==> config.mk <==
export PLATFORM = sky130hd
export DESIGN_NAME = rmtr_ctrl
export DESIGN_NICKNAME = d
export VERILOG_FILES = /design/src/rtl/rmtr_pkg.sv /design/src/rtl/rmtr_ctrl.sv
export SDC_FILE = /design/constraint.sdc
export NUM_CORES = 1
export LEC_CHECK = 0
export BUFFER_PORTS_ARGS = -buffer_cell sky130_fd_sc_hd__buf_2
export CELL_PAD_IN_SITES_DETAIL_PLACEMENT = 1
export CELL_PAD_IN_SITES_GLOBAL_PLACEMENT = 2
export CORE_ASPECT_RATIO = 0.9
export CORE_MARGIN = 2
export CORE_UTILIZATION = 34
export DETAILED_ROUTE_END_ITERATION = 10
export PLACE_DENSITY = 0.88
export SYNTH_ARGS = -nofsm -noshare
export SYNTH_HDL_FRONTEND = slang
export SYNTH_SLANG_ARGS = --single-unit
==> constraint.sdc <==
create_clock -name mclk -period 3.9 [get_ports mclk]
set_input_delay 0.78 -clock mclk [delete_from_list [all_inputs] [get_ports mclk]]
set_output_delay 0.78 -clock mclk [all_outputs]
set_load 0.005 [all_outputs]
==> src/rtl/rmtr_pkg.sv <==
package rmtr_pkg;
    // packet identification
    localparam logic [7:0]  PKT_COMMAND   = 8'h05;  // general command packet
    localparam logic [7:0]  PKT_RESPONSE  = 8'h02;  // response packet
    localparam logic [7:0]  CMD_DUTY_QRY  = 8'h23;  // duty budget query
    localparam logic [7:0]  CMD_TXONLY    = 8'h40;  // transmit-only config
    localparam logic [7:0]  CMD_REPEAT    = 8'h09;  // repeater config
    localparam logic [15:0] LEN_DUTY_QRY  = 16'h0001;
    localparam logic [15:0] LEN_TXONLY    = 16'h0002;
    localparam logic [15:0] LEN_REPEAT    = 16'h0003;
    localparam logic [15:0] LEN_DUTY_RSP  = 16'h0008;
    localparam logic [15:0] LEN_SHORT_RSP = 16'h0001;
    // return codes
    localparam logic [7:0]  RET_SUCCESS   = 8'h00;
    localparam logic [7:0]  RET_ERROR     = 8'h01;
    localparam logic [7:0]  RET_LOCKED    = 8'h02;
    // mode and repeater encodings
    localparam logic [7:0]  MODE_RXTX     = 8'h00;
    localparam logic [7:0]  MODE_TXO      = 8'h01;
    localparam logic [7:0]  MODE_TXO_SLP  = 8'h02;
    localparam logic [7:0]  REP_OFF       = 8'h00;
    localparam logic [7:0]  REP_ALL       = 8'h01;
    localparam logic [7:0]  REP_SELECT    = 8'h02;
    localparam logic [7:0]  DEPTH_ONE     = 8'h01;
    localparam logic [7:0]  DEPTH_TWO     = 8'h02;
    localparam logic [7:0]  ARG_MAX       = 8'h02;
    localparam logic [7:0]  PCT_FULL      = 8'h64;  // 100 percent
    localparam logic [15:0] SLEEP_FOREVER = 16'h0000;
    // duty budget slots
    localparam logic [7:0]  SLOT_COUNT    = 8'h0A;  // 10 slots
    localparam logic [15:0] SLOT_SECONDS  = 16'h0168; // 360 s
    localparam int          CLK_HZ        = 40000000;
    localparam logic [3:0]  REP_CNT_ONE   = 4'h1;
    // radio control states
    typedef enum logic [2:0] {
        ST_RECEIVE = 3'b000,
        ST_SEND    = 3'b001,
        ST_IDLE    = 3'b010,
        ST_SLEEP   = 3'b011,
        ST_REPWAIT = 3'b100
    } rmtr_state_type;
endpackage

==> src/rtl/rmtr_ctrl.sv <==
`timescale 1ns/1ps
// Function
// [RL1] duty query 0x23 recognised, answered
// [RL2] duty answer: type 0x02, 8 bytes, success
// [RL3] byte 7: used allowance, 0 to 100
// [RL4] slot count and slot length reported
// [RL5] seconds left and load after slot
// [RL6] transmit-only command 0x40, mode in byte two
// [RL7] mode 0 normal, 1 idle, 2 auto sleep
// [RL8] normal mode stays receiving unless busy
// [RL9] transmit-only: idle, receiver off after send
// [RL10] idle request: send, complete event, idle again
// [RL11] auto sleep: indefinite sleep after each send
// [RL12] sleep held until next host command
// [RL13] no repeating while transmit-only active
// [RL14] qualifying telegram retransmitted, then receive
// [RL15] one-level: only originals, after random delay
// [RL16] two-level: originals or once repeated
// [RL17] repeat counter incremented on retransmit
// [RL18] selective: only filter-matching telegrams repeated
// [RL19] repeater command 0x09, three bytes
// [RL20] select byte: off, all, selective
// [RL21] depth byte: none, one, two level
// [RL22] repeater setting kept in non-volatile store
// [RL23] ten slots of 360 seconds tracked
// [RL24] exhausted budget refuses sends, lock error
// [RL25] out-of-range argument: error, no change
// [RL26] accepted configuration answered with success
module rmtr_ctrl #(
    parameter int SEC_CYCLES = rmtr_pkg::CLK_HZ  // cycles per second
) (
    input  wire logic        mclk,
    input  wire logic        reset_n,
    input  wire logic        cmdValid,      // parsed host packet pulse
    input  wire logic [7:0]  cmdType,
    input  wire logic [15:0] cmdLen,
    input  wire logic [7:0]  cmdCode,
    input  wire logic [7:0]  cmdArg1,       // data offset 7
    input  wire logic [7:0]  cmdArg2,       // data offset 8
    input  wire logic        txReq,         // host transmit request pulse
    input  wire logic [7:0]  budgetUsedPct, // from duty accumulator
    input  wire logic [7:0]  budgetNextPct,
    input  wire logic        budgetEmpty,
    input  wire logic        radioDone,     // radio finished sending
    input  wire logic        telValid,      // received valid telegram
    input  wire logic [3:0]  telRepCount,
    input  wire logic        telFilterHit,
    input  wire logic [7:0]  nvRepSelect,   // stored repeater setting
    input  wire logic [7:0]  nvRepDepth,
    output logic             rspValid,
    output logic [7:0]       rspType,
    output logic [15:0]      rspLen,
    output logic [7:0]       rspReturn,
    output logic [7:0]       rspUsedPct,
    output logic [7:0]       rspSlots,
    output logic [15:0]      rspSlotPeriod,
    output logic [15:0]      rspSlotLeft,
    output logic [7:0]       rspNextPct,
    output logic             radioSend,     // start send pulse
    output logic             sendIsRepeat,
    output logic [3:0]       repCountOut,
    output logic             receiverOn,
    output logic             sleeping,
    output logic [15:0]      sleepDuration,
    output logic             transmitCompleteEvent,
    output logic             slotTick,      // new slot begins
    output logic             nvWrite,
    output logic [7:0]       nvRepSelectOut,
    output logic [7:0]       nvRepDepthOut
);
    rmtr_pkg::rmtr_state_type stateFf;       // radio control state
    logic [7:0]  modeFf;                     // operating mode
    logic [7:0]  repSelFf;                   // repeat select
    logic [7:0]  repDepthFf;                 // repeat depth
    logic        nvLoadedFf;                 // store copied once
    logic [31:0] secCntFf;                   // cycle prescaler
    logic [15:0] slotLeftFf;                 // seconds left in slot
    logic [15:0] lfsrFf;                     // random delay source
    logic [7:0]  delayFf;                    // repeat delay count
    logic [3:0]  repCntFf;                   // pending repeat count
    logic        sendingRepeatFf;            // current send is repeat
    logic        isCmd;
    logic        repQualify;

    // argument range check, used for both arguments cmdArg1 and cmdArg2
    function automatic logic argOk(input logic [7:0] a);
        argOk = (a <= rmtr_pkg::ARG_MAX);
    endfunction

    assign isCmd = cmdValid && (cmdType == rmtr_pkg::PKT_COMMAND);

    // telegram qualifies for repeating
    always_comb begin
        repQualify = 1'b0;
        if (telValid && (modeFf == rmtr_pkg::MODE_RXTX)) begin  // RL13
            if ((repSelFf == rmtr_pkg::REP_ALL) ||
                ((repSelFf == rmtr_pkg::REP_SELECT) && telFilterHit)) begin  // RL18
                if (repDepthFf == rmtr_pkg::DEPTH_ONE)
                    repQualify = (telRepCount == 4'h0);  // RL15
                else if (repDepthFf == rmtr_pkg::DEPTH_TWO)
                    repQualify = (telRepCount <= rmtr_pkg::REP_CNT_ONE);  // RL16
            end
        end
    end

    // one-second prescaler and slot countdown
    always_ff @(posedge mclk or negedge reset_n) begin
        if (!reset_n) begin
            secCntFf   <= 32'h0;
            slotLeftFf <= rmtr_pkg::SLOT_SECONDS;
            slotTick   <= 1'b0;
        end else begin
            slotTick <= 1'b0;
            if (secCntFf == 32'(SEC_CYCLES - 1)) begin
                secCntFf <= 32'h0;
                if (slotLeftFf == 16'h1) begin  // RL23
                    slotLeftFf <= rmtr_pkg::SLOT_SECONDS;
                    slotTick   <= 1'b1;
                end else begin
                    slotLeftFf <= slotLeftFf - 16'h1;
                end
            end else begin
                secCntFf <= secCntFf + 32'h1;
            end
        end
    end

    // configuration registers and non-volatile copy
    always_ff @(posedge mclk or negedge reset_n) begin
        if (!reset_n) begin
            modeFf         <= rmtr_pkg::MODE_RXTX;
            repSelFf       <= rmtr_pkg::REP_OFF;
            repDepthFf     <= rmtr_pkg::REP_OFF;
            nvLoadedFf     <= 1'b0;
            nvWrite        <= 1'b0;
            nvRepSelectOut <= rmtr_pkg::REP_OFF;
            nvRepDepthOut  <= rmtr_pkg::REP_OFF;
        end else begin
            nvWrite <= 1'b0;
            if (!nvLoadedFf) begin
                // restore stored setting after reset release
                nvLoadedFf <= 1'b1;
                repSelFf   <= nvRepSelect;  // RL22
                repDepthFf <= nvRepDepth;   // RL22
            end else if (isCmd && (cmdCode == rmtr_pkg::CMD_TXONLY) &&
                         (cmdLen == rmtr_pkg::LEN_TXONLY) && argOk(cmdArg1)) begin
                modeFf <= cmdArg1;  // RL6 RL7
            end else if (isCmd && (cmdCode == rmtr_pkg::CMD_REPEAT) &&
                         (cmdLen == rmtr_pkg::LEN_REPEAT) &&
                         argOk(cmdArg1) && argOk(cmdArg2)) begin
                repSelFf       <= cmdArg1;  // RL19 RL20
                repDepthFf     <= cmdArg2;  // RL21
                nvWrite        <= 1'b1;     // RL22
                nvRepSelectOut <= cmdArg1;
                nvRepDepthOut  <= cmdArg2;
            end
        end
    end

    // response generation
    always_ff @(posedge mclk or negedge reset_n) begin
        if (!reset_n) begin
            rspValid      <= 1'b0;
            rspType       <= rmtr_pkg::PKT_RESPONSE;
            rspLen        <= rmtr_pkg::LEN_SHORT_RSP;
            rspReturn     <= rmtr_pkg::RET_SUCCESS;
            rspUsedPct    <= 8'h00;
            rspSlots      <= rmtr_pkg::SLOT_COUNT;
            rspSlotPeriod <= rmtr_pkg::SLOT_SECONDS;
            rspSlotLeft   <= rmtr_pkg::SLOT_SECONDS;
            rspNextPct    <= 8'h00;
        end else begin
            rspValid <= 1'b0;
            rspType  <= rmtr_pkg::PKT_RESPONSE;  // RL2
            rspLen   <= rmtr_pkg::LEN_SHORT_RSP;
            if (isCmd && (cmdCode == rmtr_pkg::CMD_DUTY_QRY) &&
                (cmdLen == rmtr_pkg::LEN_DUTY_QRY)) begin
                rspValid      <= 1'b1;  // RL1
                rspLen        <= rmtr_pkg::LEN_DUTY_RSP;  // RL2
                rspReturn     <= rmtr_pkg::RET_SUCCESS;
                rspUsedPct    <= (budgetUsedPct > rmtr_pkg::PCT_FULL) ?
                                 rmtr_pkg::PCT_FULL : budgetUsedPct;  // RL3
                rspSlots      <= rmtr_pkg::SLOT_COUNT;    // RL4
                rspSlotPeriod <= rmtr_pkg::SLOT_SECONDS;  // RL4
                rspSlotLeft   <= slotLeftFf;              // RL5
                rspNextPct    <= (budgetNextPct > rmtr_pkg::PCT_FULL) ?
                                 rmtr_pkg::PCT_FULL : budgetNextPct;  // RL5
            end else if (isCmd && (cmdCode == rmtr_pkg::CMD_TXONLY)) begin
                rspValid  <= 1'b1;
                rspReturn <= argOk(cmdArg1) ? rmtr_pkg::RET_SUCCESS
                                            : rmtr_pkg::RET_ERROR;  // RL25 RL26
            end else if (isCmd && (cmdCode == rmtr_pkg::CMD_REPEAT)) begin
                rspValid  <= 1'b1;
                rspReturn <= (argOk(cmdArg1) && argOk(cmdArg2)) ?
                             rmtr_pkg::RET_SUCCESS : rmtr_pkg::RET_ERROR;  // RL25 RL26
            end else if (txReq && budgetEmpty) begin
                rspValid  <= 1'b1;
                rspReturn <= rmtr_pkg::RET_LOCKED;  // RL24
            end
        end
    end

    // random delay source
    always_ff @(posedge mclk or negedge reset_n) begin
        if (!reset_n)
            lfsrFf <= 16'hACE1;
        else
            lfsrFf <= {lfsrFf[14:0], lfsrFf[15] ^ lfsrFf[13] ^ lfsrFf[12] ^ lfsrFf[10]};
    end

    // radio control state machine
    always_ff @(posedge mclk or negedge reset_n) begin
        if (!reset_n) begin
            stateFf               <= rmtr_pkg::ST_RECEIVE;
            radioSend             <= 1'b0;
            sendingRepeatFf       <= 1'b0;
            repCntFf              <= 4'h0;
            delayFf               <= 8'h00;
            transmitCompleteEvent <= 1'b0;
            sleepDuration         <= rmtr_pkg::SLEEP_FOREVER;
        end else begin
            radioSend             <= 1'b0;
            transmitCompleteEvent <= 1'b0;
            case (stateFf)
                rmtr_pkg::ST_RECEIVE, rmtr_pkg::ST_IDLE: begin
                    if (txReq && !budgetEmpty) begin  // RL24
                        radioSend       <= 1'b1;  // RL10
                        sendingRepeatFf <= 1'b0;
                        stateFf         <= rmtr_pkg::ST_SEND;
                    end else if ((stateFf == rmtr_pkg::ST_RECEIVE) && repQualify) begin
                        repCntFf <= telRepCount + 4'h1;  // RL17
                        delayFf  <= lfsrFf[7:0];         // RL15 RL16
                        stateFf  <= rmtr_pkg::ST_REPWAIT;
                    end else if (modeFf != rmtr_pkg::MODE_RXTX) begin
                        stateFf <= rmtr_pkg::ST_IDLE;  // RL9
                    end else begin
                        stateFf <= rmtr_pkg::ST_RECEIVE;  // RL8
                    end
                end
                rmtr_pkg::ST_REPWAIT: begin
                    if (modeFf != rmtr_pkg::MODE_RXTX) begin
                        stateFf <= rmtr_pkg::ST_IDLE;  // RL13
                    end else if (delayFf == 8'h00) begin
                        if (!budgetEmpty) begin
                            radioSend       <= 1'b1;  // RL14
                            sendingRepeatFf <= 1'b1;
                            stateFf         <= rmtr_pkg::ST_SEND;
                        end else begin
                            stateFf <= rmtr_pkg::ST_RECEIVE;
                        end
                    end else begin
                        delayFf <= delayFf - 8'h01;
                    end
                end
                rmtr_pkg::ST_SEND: begin
                    if (radioDone) begin
                        transmitCompleteEvent <= !sendingRepeatFf;  // RL10
                        if (modeFf == rmtr_pkg::MODE_TXO_SLP) begin
                            sleepDuration <= rmtr_pkg::SLEEP_FOREVER;  // RL11
                            stateFf       <= rmtr_pkg::ST_SLEEP;
                        end else if (modeFf == rmtr_pkg::MODE_TXO) begin
                            stateFf <= rmtr_pkg::ST_IDLE;  // RL9
                        end else begin
                            stateFf <= rmtr_pkg::ST_RECEIVE;  // RL14
                        end
                    end
                end
                rmtr_pkg::ST_SLEEP: begin
                    if (cmdValid)
                        stateFf <= rmtr_pkg::ST_IDLE;  // RL12
                end
                default: stateFf <= rmtr_pkg::ST_RECEIVE;
            endcase
        end
    end

    assign receiverOn   = (stateFf == rmtr_pkg::ST_RECEIVE) ||
                          (stateFf == rmtr_pkg::ST_REPWAIT);  // RL8
    assign sleeping     = (stateFf == rmtr_pkg::ST_SLEEP);
    assign sendIsRepeat = sendingRepeatFf;
    assign repCountOut  = repCntFf;

    AST_DUTY_ANSWER: assert property (@(posedge mclk) disable iff (!reset_n)
        isCmd && cmdCode == rmtr_pkg::CMD_DUTY_QRY && cmdLen == rmtr_pkg::LEN_DUTY_QRY
        |=> rspValid && rspLen == 16'h0008 && rspReturn == 8'h00 && rspType == 8'h02) // RL1
        else $error("duty query not answered");
    AST_USED_LIMIT: assert property (@(posedge mclk) disable iff (!reset_n)
        rspValid && rspLen == rmtr_pkg::LEN_DUTY_RSP |-> rspUsedPct <= 8'h64
        && rspSlots == 8'h0A && rspSlotPeriod == 16'h0168) // RL3
        else $error("duty fields out of range");
    AST_IDLE_AFTER: assert property (@(posedge mclk) disable iff (!reset_n)
        stateFf == rmtr_pkg::ST_SEND && radioDone && modeFf == rmtr_pkg::MODE_TXO
        && !sendingRepeatFf
        |=> stateFf == rmtr_pkg::ST_IDLE && !receiverOn && transmitCompleteEvent) // RL9
        else $error("transmit-only did not go idle");
    AST_AUTO_SLEEP: assert property (@(posedge mclk) disable iff (!reset_n)
        stateFf == rmtr_pkg::ST_SEND && radioDone && modeFf == rmtr_pkg::MODE_TXO_SLP
        |=> sleeping && sleepDuration == 16'h0000) // RL11
        else $error("auto sleep not entered");
    AST_SLEEP_HOLD: assert property (@(posedge mclk) disable iff (!reset_n)
        sleeping && !cmdValid |=> sleeping) // RL12
        else $error("woke without command");
    AST_NO_REPEAT_TXO: assert property (@(posedge mclk) disable iff (!reset_n)
        telValid && modeFf != rmtr_pkg::MODE_RXTX && !txReq
        |=> stateFf != rmtr_pkg::ST_REPWAIT && !radioSend) // RL13
        else $error("repeat while transmit-only");
    AST_REP_COUNT: assert property (@(posedge mclk) disable iff (!reset_n)
        stateFf == rmtr_pkg::ST_RECEIVE && repQualify && !txReq
        |=> stateFf == rmtr_pkg::ST_REPWAIT && repCntFf == $past(telRepCount) + 4'h1) // RL17
        else $error("repeat counter wrong");
    AST_LOCKED: assert property (@(posedge mclk) disable iff (!reset_n)
        txReq && budgetEmpty && !isCmd |=> rspValid && rspReturn == 8'h02 && !radioSend) // RL24
        else $error("locked request not refused");
    AST_BAD_ARG: assert property (@(posedge mclk) disable iff (!reset_n)
        nvLoadedFf && isCmd && cmdCode == rmtr_pkg::CMD_TXONLY && cmdArg1 > 8'h02
        |=> rspReturn == 8'h01 && modeFf == $past(modeFf)) // RL25
        else $error("bad mode accepted");
endmodule // rmtr_ctrl

# Yosys cells after proc, flatten, opt, wreduce, memory -nomap -nowiden
# Index checks and enable logic that the tools add are counted.
[word_totals]
out_inout_bits = 132
register_bits = 182
wordCells = 161
inputBits = 92
[op_classes]
eq_ne = 31
mux = 58
n_reduce_logical = 35
add_sub_neg = 4
n_bitwise = 5
order_cmp = 5
[ops]
columns = ["op", "n"]
rows = [
  ["$mux W8", 16],
  ["$add A32 B1 Y32 const B", 1],
  ["$eq A16 B1 Y1 const B", 2],
  ["$eq A16 B2 Y1 const B", 2],
  ["$eq A32 B26 Y1 const B", 1],
  ["$mux W32", 1],
  ["$mux W1", 26],
  ["$eq A8 B1 Y1 const B", 3],
  ["$eq A8 B2 Y1 const B", 3],
  ["$ne A2 B2 Y1 const B", 10],
  ["$mux W3", 6],
  ["$gt A8 B7 Y1 const B", 2],
  ["$le A8 B2 Y1 const B", 2],
  ["$logic_and A1 B1 Y1", 16],
  ["$logic_not A8 Y1", 2],
  ["$mux W16", 1],
  ["$pmux W8 S2", 1],
  ["$sub A16 B1 Y16 const B", 1],
  ["$pmux W3 S4", 1],
  ["$reduce_and A5 Y1", 2],
  ["$reduce_and A3 Y1", 3],
  ["$eq A8 B3 Y1 const B", 1],
  ["$eq A8 B4 Y1 const B", 1],
  ["$eq A8 B6 Y1 const B", 1],
  ["23 further kinds", 33],
]

# Depth between registers and ports, before layout
# Gate-level depths: netlist (run 1).
[depth]
depth_word = 9
mapped_depth = 9
mapped_depth_nobuf = 7

# Least setup slack after synthesis (run 1)
# No wires, ideal clock.
[synth_path]
path_kind = "input-to-reg"
startpoint = "input telRepCount[2]"
endpoint = "register delayFf[1]"
slack_ps = 1371
arrival_ps = 2404
t_required_ps = 3775
setup_time_ps = 125
stages = 6
cell_sequence = "nor4_1 o2111ai_1 o41ai_2 and2_1 buf_2 mux2_2"
[synth_via]
elab_chain_len = 8
word_cells_on_any_way = 9
cone_classes = "order compare: 1; eq/ne: 1; mux: 4; reduce/logical: 3"
[synth_rtl]
columns = ["item", "line", "source"]
rows = [
  ["start: declaration", "rmtr_ctrl.sv:46", "input wire logic [3:0] telRepCount,"],
  ["$le A4 B1 Y1", "rmtr_ctrl.sv:101", "repQualify = (telRepCount <= rmtr_pkg::REP_CNT_ONE);"],
  ["$mux W1", "rmtr_ctrl.sv:100", "else if (repDepthFf == rmtr_pkg::DEPTH_TWO)"],
  ["$mux W1 *", "rmtr_ctrl.sv:98", "if (repDepthFf == rmtr_pkg::DEPTH_ONE)"],
  ["$mux W1 *", "rmtr_ctrl.sv:96", "if ((repSelFf == rmtr_pkg::REP_ALL) ||"],
  ["$mux W1 *", "rmtr_ctrl.sv:95", "if (telValid && (modeFf == rmtr_pkg::MODE_RXTX)) begin"],
  ["$logic_and A1 B1 Y1 *", "rmtr_ctrl.sv:230", "end else if ((stateFf == rmtr_pkg::ST_RECEIVE) && repQualify) begin"],
  ["$ne A2 B2 Y1 (no line) *", "--", ""],
  ["$reduce_and A5 Y1 (no line) *", "--", ""],
  ["end signal: assignment", "rmtr_ctrl.sv:232", "delayFf <= lfsrFf[7:0];"],
  ["end signal: assignment", "rmtr_ctrl.sv:252", "delayFf <= delayFf - 8'h01;"],
  ["end: declaration", "rmtr_ctrl.sv:79", "logic [7:0] delayFf;"],
]
# Every way passes the cells marked *; elsewhere a longest branch is shown, timed or not.
# A chain may end at the register's enable or synchronous reset.

# Worst setup path in the final report (run 1)
[layout_path]
startpoint = "register stateFf[2]"
endpoint = "register delayFf[1]"
[layout_via]
elab_chain_len = 4
word_cells_on_any_way = 12
cone_classes = "eq/ne: 6; mux: 1; reduce/logical: 5"
[layout_rtl]
columns = ["item", "line", "source"]
rows = [
  ["start: declaration", "rmtr_ctrl.sv:71", "rmtr_pkg::rmtr_state_type stateFf;"],
  ["start signal: assignment", "rmtr_ctrl.sv:214", "stateFf <= rmtr_pkg::ST_RECEIVE;"],
  ["start signal: assignment", "rmtr_ctrl.sv:229", "stateFf <= rmtr_pkg::ST_SEND;"],
  ["start signal: assignment", "rmtr_ctrl.sv:233", "stateFf <= rmtr_pkg::ST_REPWAIT;"],
  ["$eq A3 B2 Y1 / $logic_not A3 Y1 (equally long branches)", "rmtr_ctrl.sv:224, rmtr_ctrl.sv:230", ""],
  ["$reduce_or A2 Y1 / $logic_and A1 B1 Y1 (equally long branches)", "rmtr_ctrl.sv:224, rmtr_ctrl.sv:230", ""],
  ["$ne A2 B2 Y1 (no line) / $reduce_bool A2 Y1 (equally long branches)", "--", ""],
  ["$reduce_and A5 Y1 (no line)", "--", ""],
]
# Parallel ways exist; a longest one is shown, timed or not.

==> reports/metrics.csv, run 1 <==
metric;value;unit
outcome;finished clean;
DRC;0;
Sw Share;0.276;
reg2reg setup slack;0.93;ns
Placer Congestion;0.780;
DP HPWL;14.0;mm
Bufs on Longest Clock Path;2;
fin nets;1013;
drt pass-1 iters;4;
Rows;52;
remaining global-route overflow;0;
WL/cell;15.8;um
Clk network pwr share;0.409;
Port Buffers;155;
max-cap violation count;0;
# setup viols final;0;
maximum clock rate;0.337;GHz
Slowest-stage cell, CP;o41ai_2;
Flop pwr share;0.459;
Worst setup EP type;register;
relative slew slack;0.376;
sw power;1110;uW
Synth cell types;57;
CTS Sinks;162;
Final Hold Vio Count;0;
# H-tree levels;4;
routed vias;5849;
clock buffer count from CTS;17;
CORE AREA;22400;sq um
final wirelength;19.3;mm
placed cell areas;8640;sq um
crit-path cells;nor4_1 -> o2111ai_1 -> o41ai_2 -> and2_1 -> mux2_2;
setup TNS;0;ns
root buf cell;clkbuf_16;
CTS tree;yes;
Ys Warns;0;
first-pass GRT wire length;31.3;mm
Critical Path RT;4.20;ns
Pleak;0.00460;uW
cts hold-fix bufs;0;
critical path class;reg2reg;
hold crit path type;reg2reg;
I/O pin cnt;224;
ys async rst share;1.00;
Gate power share;0.132;
Clock transition at path regs;0.07;ns
actual slew at the worst max-slew pin;0.935;ns
CP peak stage delay;0.76;ns
CP top delay family;compound AO/OA/AOI/OAI gates;
post-synthesis cell count;753;
First DRT Iteration DRCs;262;
Initial Util;0.345;
crit-path max FO;9;
Seq/Total Area, Yosys;0.526;
largest net degree at the start of global routing;81;
area of the die;24000;sq um
most frequent cells in the layout;buf_2, dfrtp_1, conb_1, nor2_1, nand3_1;
Avg Cell Area, Syn;10.3;sq um
Pins Over Slew Limit;0;
startpoint types;register;
Area growth syn-to-layout;19.1;%
Seq cells post-synth;162;
peak supply drop;0.248;mV
initial antenna violation count;0;
period utilization;0.761;
final instance area;9220;sq um
Buf+Inv Stages, Crit Path;0;
number of global-route vias before repair;5942;
Synth Flop Type;dfrtp_1;
mapped cell area;7740;sq um
Antenna Cells;0;
unrepaired setup endpoints after global routing;false;
total track usage;0.164;
die width;163;um
share of layout cells above drive strength 1;0.266;
post_cts resized;0;
antenna viol nets, final;0;
chip height;147;um
Int Pwr;2920;uW
Worst Clk Skew;0.00959;ns
CP arrival;3.27;ns
EDFF count, synth;0;
setup bufs post-CTS;0;
Clk Latency, worst-skew pair;0.42;ns
drt via density;4.78;
pwr dens;437;nW/um^2
min Tclk post-route;2.97;ns
commonest non-fill, non-tap cell in the layout;buf_2;
==> state kept, by name (all words and copies together), names as in the netlist, 16 cells and up <==
| name | cells |
|---|---|
| lfsrFf | 16 |
| rspSlotLeft | 16 |
| secCntFf | 32 |
| slotLeftFf | 16 |
==> Yosys cell counts, types with 17 or more instances <==
library cell,number,share of area
a21oi_1,28,0.018
and2_1,20,0.016
buf_4,69,0.067
clkbuf_1,17,0.0082
dfrtp_1,145,0.47
dfstp_2,17,0.058
inv_1,43,0.021
mux2_2,28,0.041
nand2_1,38,0.018
nand3_1,50,0.032
nand4_1,18,0.015
nor2_1,51,0.025
nor2b_1,19,0.015
o21ai_0,39,0.025
xnor2_1,18,0.020
==> metal layers <==
metal	vias to the layer above	wire length, um	GRT usage
met2	106	9740	0.274
met4	0	257	0.0487
met3	16	683	0.0353
met5	-	0	0
li1	2802	-	-
met1	2925	8660	0.215
==> worst paths after layout <==
path                            cells past startpoint        from          to
worst max register to register                      5  stateFf[2]  delayFf[1]
worst max-delay path                                5  stateFf[2]  delayFf[1]
worst min register to register                      0   lfsrFf[9]  lfsrFf[10]
max in group asynchronous                           2     reset_n   lfsrFf[7]
min in group asynchronous                           1     reset_n    slotTick
worst min-delay path                                0   lfsrFf[9]  lfsrFf[10]
==> cell type report <==
class	count	area (sq um)
Fill cell	2564	13200
Sequential cell	162	4080
Multi-Input combinational cell	526	3170
Timing Repair Buffer	164	862
Clock buffer	22	484
Tap cell	297	372
Inverter	43	161
Clock inverter	10	101
==> metrics by stage <==
step	worst slack (ns)	cells	util	hold slack [ns]	total power [uW]
after floorplan	1.37	820	-	0.331	2230
after global placement	0.804	1192	0.385	0.333	2380
after detailed placement	0.759	1192	0.385	0.347	2400
after CTS	0.935	1224	0.411	0.357	4080
after global routing	0.752	1224	0.411	0.365	4230
final	0.933	1224	0.411	0.352	4030
==> power groups by stage <==
| stage | Sequential, uW | Combinational (uW) | Clock, uW |
|---|---|---|---|
| 2_1_floorplan | 1840 | 387 | 0 |
| 3_3_place_gp | 1870 | 506 | 0 |
| 3_5_place_dp | 1880 | 525 | 0 |
| 4_1_cts | 1850 | 536 | 1700 |
| 5_1_grt | 1860 | 601 | 1770 |
| 6_report | 1850 | 531 | 1650 |
==> kinds of logic after synthesis <==
family | count (synthesis) | synth area share
compound gates | 115 | 0.0902
xor+xnor | 34 | 0.0385
flops | 162 | 0.526
fa+ha+maj | 7 | 0.0113
buf+inv | 132 | 0.0979
simple gates | 270 | 0.190
other cells | 2 | 0.000970
mux | 31 | 0.0448
Note: power is estimated with default switching activity, not from simulation.
==> run 2: changes to the inputs <==
--- a/config.mk
+++ b/config.mk
@@ -10,9 +10,9 @@
 export CELL_PAD_IN_SITES_GLOBAL_PLACEMENT = 2
 export CORE_ASPECT_RATIO = 0.9
 export CORE_MARGIN = 2
-export CORE_UTILIZATION = 34
+export CORE_UTILIZATION = 29
 export DETAILED_ROUTE_END_ITERATION = 10
-export PLACE_DENSITY = 0.88
+export PLACE_DENSITY = 0.8
 export SYNTH_ARGS = -nofsm -noshare
 export SYNTH_HDL_FRONTEND = slang
 export SYNTH_SLANG_ARGS = --single-unit
==> constraint.sdc (replaced) <==
create_clock -name mclk -period 2.6 [get_ports mclk]
set_input_delay 0.52 -clock mclk [delete_from_list [all_inputs] [get_ports mclk]]
set_output_delay 0.52 -clock mclk [all_outputs]
set_load 0.005 [all_outputs]
==> run 2 against run 1 <==
Net effect: wire length rose by 4.9%; non-clock buffer count rose by 16; sequential power rose by 49%; critical endpoint is now slotLeftFf[9]; count of clock-buffer cells in the layout fell by 1; power rose by 51%; clock power rose by 52%; largest cell class unchanged.
==> reports/metrics.csv, run 2 (same netlist as run 1, synthesis figures left out) <==
metric;value;unit;change
critical path class;reg2reg;;
Worst setup EP type;register;;
initial antenna violation count;0;;unchanged
Rows;56;;+7.7%
Placed Cells;1259;;+5.6%
max-cap violation count;0;;unchanged
Gate power share;0.135;;+0.003
antenna viol nets, final;0;;unchanged
root buf cell;clkbuf_16;;
sw power;1670;uW;+50%
most frequent cells in the layout;buf_2, dfrtp_1, conb_1, nor2_1, nand3_1;;
remaining global-route overflow;0;;unchanged
Largest register FFs;32;;unchanged
final critical-path setup slack;0.116;ns;-0.818 ns
Slowest-stage cell, CP;or4_4;;
Initial Util;0.296;;-0.0487
Area growth syn-to-layout;21.6;%;
Place WS;0.131;ns;-0.628 ns
launch point of the worst reg-to-reg path;secCntFf[18];;
startpoint types;register;;
chip height;159;um;+8.1%
Reg with most FFs;secCntFf;;
Flop pwr share;0.453;;-0.006
largest net degree at the start of global routing;67;;-17%
CTS tree;yes;;
fin nets;1029;;+1.6%
number of global-route vias before repair;6182;;+4.0%
Port Buffers;155;;unchanged
Clk network pwr share;0.412;;+0.003
drt pass-1 iters;4;;unchanged
Pleak;0.00466;uW;+1.5%
setup TNS;0;ns;unchanged
CP arrival;2.80;ns;-0.47 ns
CTS Sinks;162;;unchanged
unrepaired setup endpoints after global routing;false;;
Multi-input gate area;3170;sq um;about the same
Antenna Cells;0;;unchanged
clock buffer count from CTS;17;;unchanged
hold crit path type;in2async;;
die width;176;um;+8.1%
Clock transition at path regs;0.07;ns;about the same
Final Hold Vio Count;0;;unchanged
reg2reg end;slotLeftFf[9];;
Clk Latency, worst-skew pair;0.43;ns;about the same
relative slew slack;0.524;;+0.148
DRC;0;;unchanged
drt via density;4.60;;-3.7%
total track usage;0.148;;-0.0165
DP HPWL;15.3;mm;+8.8%
min Tclk post-route;2.48;ns;-0.482 ns
Placer Congestion;0.789;;+1.2%
CORE AREA;26100;sq um;+16%
crit-path max FO;7;;-2
CP peak stage delay;0.57;ns;-0.19 ns
maximum clock rate;0.402;GHz;+19%
# setup viols final;0;;unchanged
peak supply drop;0.412;mV;+66%
period utilization;0.956;;+0.195
Critical Path RT;2.91;ns;-1.29 ns
post_cts resized;0;;unchanged
First DRT Iteration DRCs;225;;-14%
non-filler cells, final;1291;;+5.5%
pwr dens;647;nW/um^2;+48%
reg2reg setup slack;0.12;ns;-0.82 ns
I/O pin cnt;224;;unchanged
actual slew at the worst max-slew pin;0.707;ns;-0.228 ns
# fillers;3020;;+18%
Bufs on Longest Clock Path;2;;unchanged
R2R depth;6;;+1
share of layout cells above drive strength 1;0.278;;+0.0114
final wirelength;20.3;mm;+4.9%
# H-tree levels;4;;unchanged
Register Area;4080;sq um;unchanged
first-pass GRT wire length;33.2;mm;+5.8%
crit-path cells;or4_1 -> or4_4 -> nor3_4 -> buf_4 -> nand2_1 -> a22o_1;;
Int Pwr;4430;uW;+52%
cts hold-fix bufs;0;;unchanged
setup bufs post-CTS;0;;unchanged
outcome;finished clean;;
Pins Over Slew Limit;0;;unchanged
Worst Clk Skew;0.00968;ns;+0.0000920 ns
WL/cell;15.7;um;-0.54%
Sw Share;0.274;;-0.00262
commonest non-fill, non-tap cell in the layout;buf_2;;
area of the die;28000;sq um;+17%
routed vias;5940;;+1.6%
## run 2: changes by cell type in the layout (fill, tap and decap cells not counted), sizes merged
| cell | change |
|---|---|
| buf | +16 |
| clkinv | -3 |
| clkinvlp | +3 |
| bufinv | +1 |
| clkbuf | -1 |
## run 2: routing by layer
layer	vias up	wire length, um	global-route usage
li1	2830	-	-
met1	2968	9330	0.198
met2	121	9740	0.239
met3	21	846	0.0296
met4	0	365	0.0511
met5	-	0	0
## run 2: critical path: cells and delay by family, from the launching register on
family,cells,cell delay [ns]
compound gates,1,0.23
buf+inv,1,0.22
flops,1,0.43
simple gates,4,1.49
## run 2: final cells by class
type / count / area share
flip-flops and latches: 162 / 0.433
multi-input cells: 526 / 0.336
repair buffers: 180 / 0.106
clock buffers: 21 / 0.0478
well taps: 348 / 0.0462
inverters: 43 / 0.0171
clock inverters: 11 / 0.0140
## run 2: stage by stage
step / hold WS [ns] / cell area (sq um) / util / power, uW
2_1_floorplan: 0.224 / 7990 / - / 3340
3_3_place_gp: 0.333 / 8830 / 0.338 / 3610
3_5_place_dp: 0.339 / 8830 / 0.338 / 3640
4_1_cts: 0.0998 / 9410 / 0.360 / 6170
5_1_grt: 0.125 / 9420 / 0.360 / 6410
6_report: 0.0856 / 9420 / 0.360 / 6090
## run 2: worst max-delay path by stage
stage                     to  slack (ns)  depth (start not counted)            from
2_1_floorplan     delayFf[1]        0.33                          6  telRepCount[2]
3_3_place_gp   slotLeftFf[9]        0.19                          6    secCntFf[18]
3_5_place_dp       modeFf[0]        0.13                          6       cmdLen[3]
4_1_cts        slotLeftFf[9]        0.08                          6    secCntFf[18]
5_1_grt        slotLeftFf[9]        0.01                          6    secCntFf[18]
6_report       slotLeftFf[9]        0.12                          6    secCntFf[18]
## run 2: power by group through the flow
stage,clock network [uW],registers (uW),logic [uW]
floorplan,0,2760,580
global placement,0,2800,818
detailed placement,0,2800,836
CTS,2570,2760,836
global route,2670,2780,960
finish,2510,2760,825
==> run 3: changes to the inputs <==
--- a/config.mk
+++ b/config.mk
@@ -5,13 +5,14 @@
 export SDC_FILE = /design/constraint.sdc
 export NUM_CORES = 1
 export LEC_CHECK = 0
-export BUFFER_PORTS_ARGS = -buffer_cell sky130_fd_sc_hd__buf_2
 export CELL_PAD_IN_SITES_DETAIL_PLACEMENT = 1
 export CELL_PAD_IN_SITES_GLOBAL_PLACEMENT = 2
-export CORE_ASPECT_RATIO = 0.9
+export CORE_ASPECT_RATIO = 0.5
 export CORE_MARGIN = 2
-export CORE_UTILIZATION = 29
+export CORE_UTILIZATION = 36
+export CTS_BUF_LIST = sky130_fd_sc_hd__clkbuf_2 sky130_fd_sc_hd__clkbuf_4 sky130_fd_sc_hd__clkbuf_8
 export DETAILED_ROUTE_END_ITERATION = 10
+export DONT_BUFFER_PORTS = 1
 export PLACE_DENSITY = 0.8
 export SYNTH_ARGS = -nofsm -noshare
 export SYNTH_HDL_FRONTEND = slang
==> run 3 against run 2 <==
Net effect: clock power decreased by 24%; register-to-register slack improved by 0.02 ns; final area down 12%; highest routed layer unchanged; the flow now finishes with violations (hold timing).
==> reports/metrics.csv, run 3 (same netlist as run 1, synthesis figures left out) <==
metric;value;unit;change
crit path launch;secCntFf[18];;
Pins Over Slew Limit;0;;unchanged
CTS tree;yes;;
WL/cell;17.3;um;+10%
Placer Congestion;0.809;;+2.5%
clock buffer count from CTS;17;;unchanged
initial antenna violation count;0;;unchanged
remaining global-route overflow;0;;unchanged
Slowest-stage cell, CP;or4_4;;
relative slew slack;0.564;;+0.0403
Clk network pwr share;0.356;;-0.056
Int Pwr;3830;uW;-13%
First DRT Iteration DRCs;274;;+22%
largest net degree at the start of global routing;163;;+140%
CTS Sinks;162;;unchanged
Final Hold Vio Count;152;;+152
area of the die;22800;sq um;-19%
CP arrival;2.86;ns;+0.06 ns
# fillers;2364;;-22%
setup bufs post-CTS;0;;unchanged
Area growth syn-to-layout;7.50;%;
share of layout cells above drive strength 1;0.134;;-0.144
I/O pin cnt;224;;unchanged
hold crit path type;in2async;;
crit-path cells;or4_1 -> or4_4 -> nor3_4 -> and2_1 -> a31o_1;;
fin nets;870;;-15%
maximum clock rate;0.406;GHz;+0.94%
reg2reg setup slack;0.14;ns;+0.02 ns
Clock transition at path regs;0.09;ns;+0.02 ns
actual slew at the worst max-slew pin;0.647;ns;-0.0599 ns
total track usage;0.166;;+0.0184
startpoint types;register;;
WHS;-0.248;ns;-0.334 ns
Clk Latency, worst-skew pair;0.46;ns;+0.03 ns
sw power;1570;uW;-5.9%
Flop pwr share;0.509;;+0.056
Reg with most FFs;secCntFf;;
Worst Clk Skew;0.0119;ns;+0.00217 ns
root buf cell;clkbuf_8;;
final wirelength;18.3;mm;-9.7%
share of the core filled with cells;0.400;;+0.0393
setup TNS;0;ns;unchanged
Rows;37;;-34%
routed vias;5360;;-9.8%
DRC;0;;unchanged
Largest register FFs;32;;unchanged
Antenna Cells;0;;unchanged
# H-tree levels;4;;unchanged
pwr dens;649;nW/um^2;+0.25%
first-pass GRT wire length;29.6;mm;-11%
drt pass-1 iters;4;;unchanged
reg2reg end;slotLeftFf[4];;
failing checks;hold timing;;
drt via density;5.07;;+10%
Port Buffers;0;;-100%
Bufs on Longest Clock Path;2;;unchanged
crit-path max FO;7;;unchanged
post_cts resized;0;;unchanged
die width;211;um;+20%
R2R depth;5;;-1
peak supply drop;0.224;mV;-46%
most frequent cells in the layout;dfrtp_1, conb_1, nor2_1, nand3_1, inv_1;;
CORE AREA;20800;sq um;-20%
# setup viols final;0;;unchanged
min Tclk post-route;2.46;ns;-0.0233 ns
CP peak stage delay;0.57;ns;about the same
antenna viol nets, final;0;;unchanged
unrepaired setup endpoints after global routing;false;;
chip height;108;um;-32%
Gate power share;0.135;;about the same
crit path to;slotLeftFf[4];;
Initial Util;0.372;;+0.0754
max-cap violation count;0;;unchanged
Critical Path RT;3.00;ns;+0.09 ns
critical path class;reg2reg;;
Worst setup EP type;register;;
launch point of the worst reg-to-reg path;secCntFf[18];;
outcome;finished with violations;;
DP HPWL;13.2;mm;-13%
commonest non-fill, non-tap cell in the layout;dfrtp_1;;
number of global-route vias before repair;5565;;-10%
period utilization;0.947;;-0.00894
Sw Share;0.290;;+0.0170
Pleak;0.00390;uW;-16%
==> run 3: cell count changes in the layout (fill, tap and decap cells not counted) <==
cell / previous run / this run
clkinvlp_4: 6 / 2
clkbuf_16: 17 / 0
clkbuf_8: 1 / 17
buf_12: 2 / 1
and2_1: 19 / 20
buf_2: 154 / 0
and2_2: 1 / 0
buf_4: 23 / 20
inv_8: 0 / 2
clkbuf_4: 0 / 1
inv_6: 1 / 4
clkinv_4: 2 / 4
clkbuf_1: 3 / 0
buf_6: 1 / 0
==> run 3: metrics by stage <==
stage	setup WS [ns]	area [sq um]	instances	total power, uW	hold slack, ns
after floorplan	0.331	7990	820	3340	0.224
final	0.139	8320	1057	5400	-0.248
after detailed placement	0.140	7910	1025	3530	0.230
after global routing	0.0475	8320	1057	5710	-0.299
after CTS	0.126	8320	1057	5490	-0.297
after global placement	0.178	7910	1025	3490	0.231
==> run 3: cell type report <==
class                           count  area [sq um]  area share
Inverter                           43           161      0.0194
Clock inverter                     14           168      0.0201
Sequential cell                   162          4080       0.490
Multi-Input combinational cell    526          3170       0.380
Tap cell                          273           342      0.0410
Timing Repair Buffer               21           170      0.0204
Clock buffer                       18           241      0.0290
==> run 3: how the worst min path moves through the flow <==
stage                endpoint    start  cells after the start  slack, ns
5_1_grt           secCntFf[4]  reset_n                      0      -0.30
3_3_place_gp     secCntFf[27]  reset_n                      0       0.23
3_5_place_dp     secCntFf[29]  reset_n                      0       0.23
2_1_floorplan      delayFf[0]  reset_n                      0       0.22
4_1_cts        rspSlotLeft[4]  reset_n                      0      -0.30
6_report         secCntFf[27]  reset_n                      0      -0.25
==> run 3: worst max-delay path: cells and delay by family, from the launching register on <==
family	cells	cell delay (ns)
AO/OA/AOI/OAI	1	0.19
AND/OR/NAND/NOR	4	1.79
flip-flops	1	0.43
==> run 3: layer usage <==
metal  GRT usage  up-vias  share of wire
met5           0        -              0
met4      0.0558        0          0.014
met3      0.0411       18          0.045
met2       0.273      124           0.49
met1       0.215     2704           0.45
li1            -     2514              -
==> run 3: power groups by stage <==
| stage | Combinational, uW | Sequential [uW] | Clock (uW) |
|---|---|---|---|
| 2_1_floorplan | 580 | 2760 | 0 |
| 3_3_place_gp | 697 | 2790 | 0 |
| 3_5_place_dp | 726 | 2800 | 0 |
| 4_1_cts | 732 | 2750 | 2010 |
| 5_1_grt | 834 | 2770 | 2110 |
| 6_report | 729 | 2750 | 1920 |
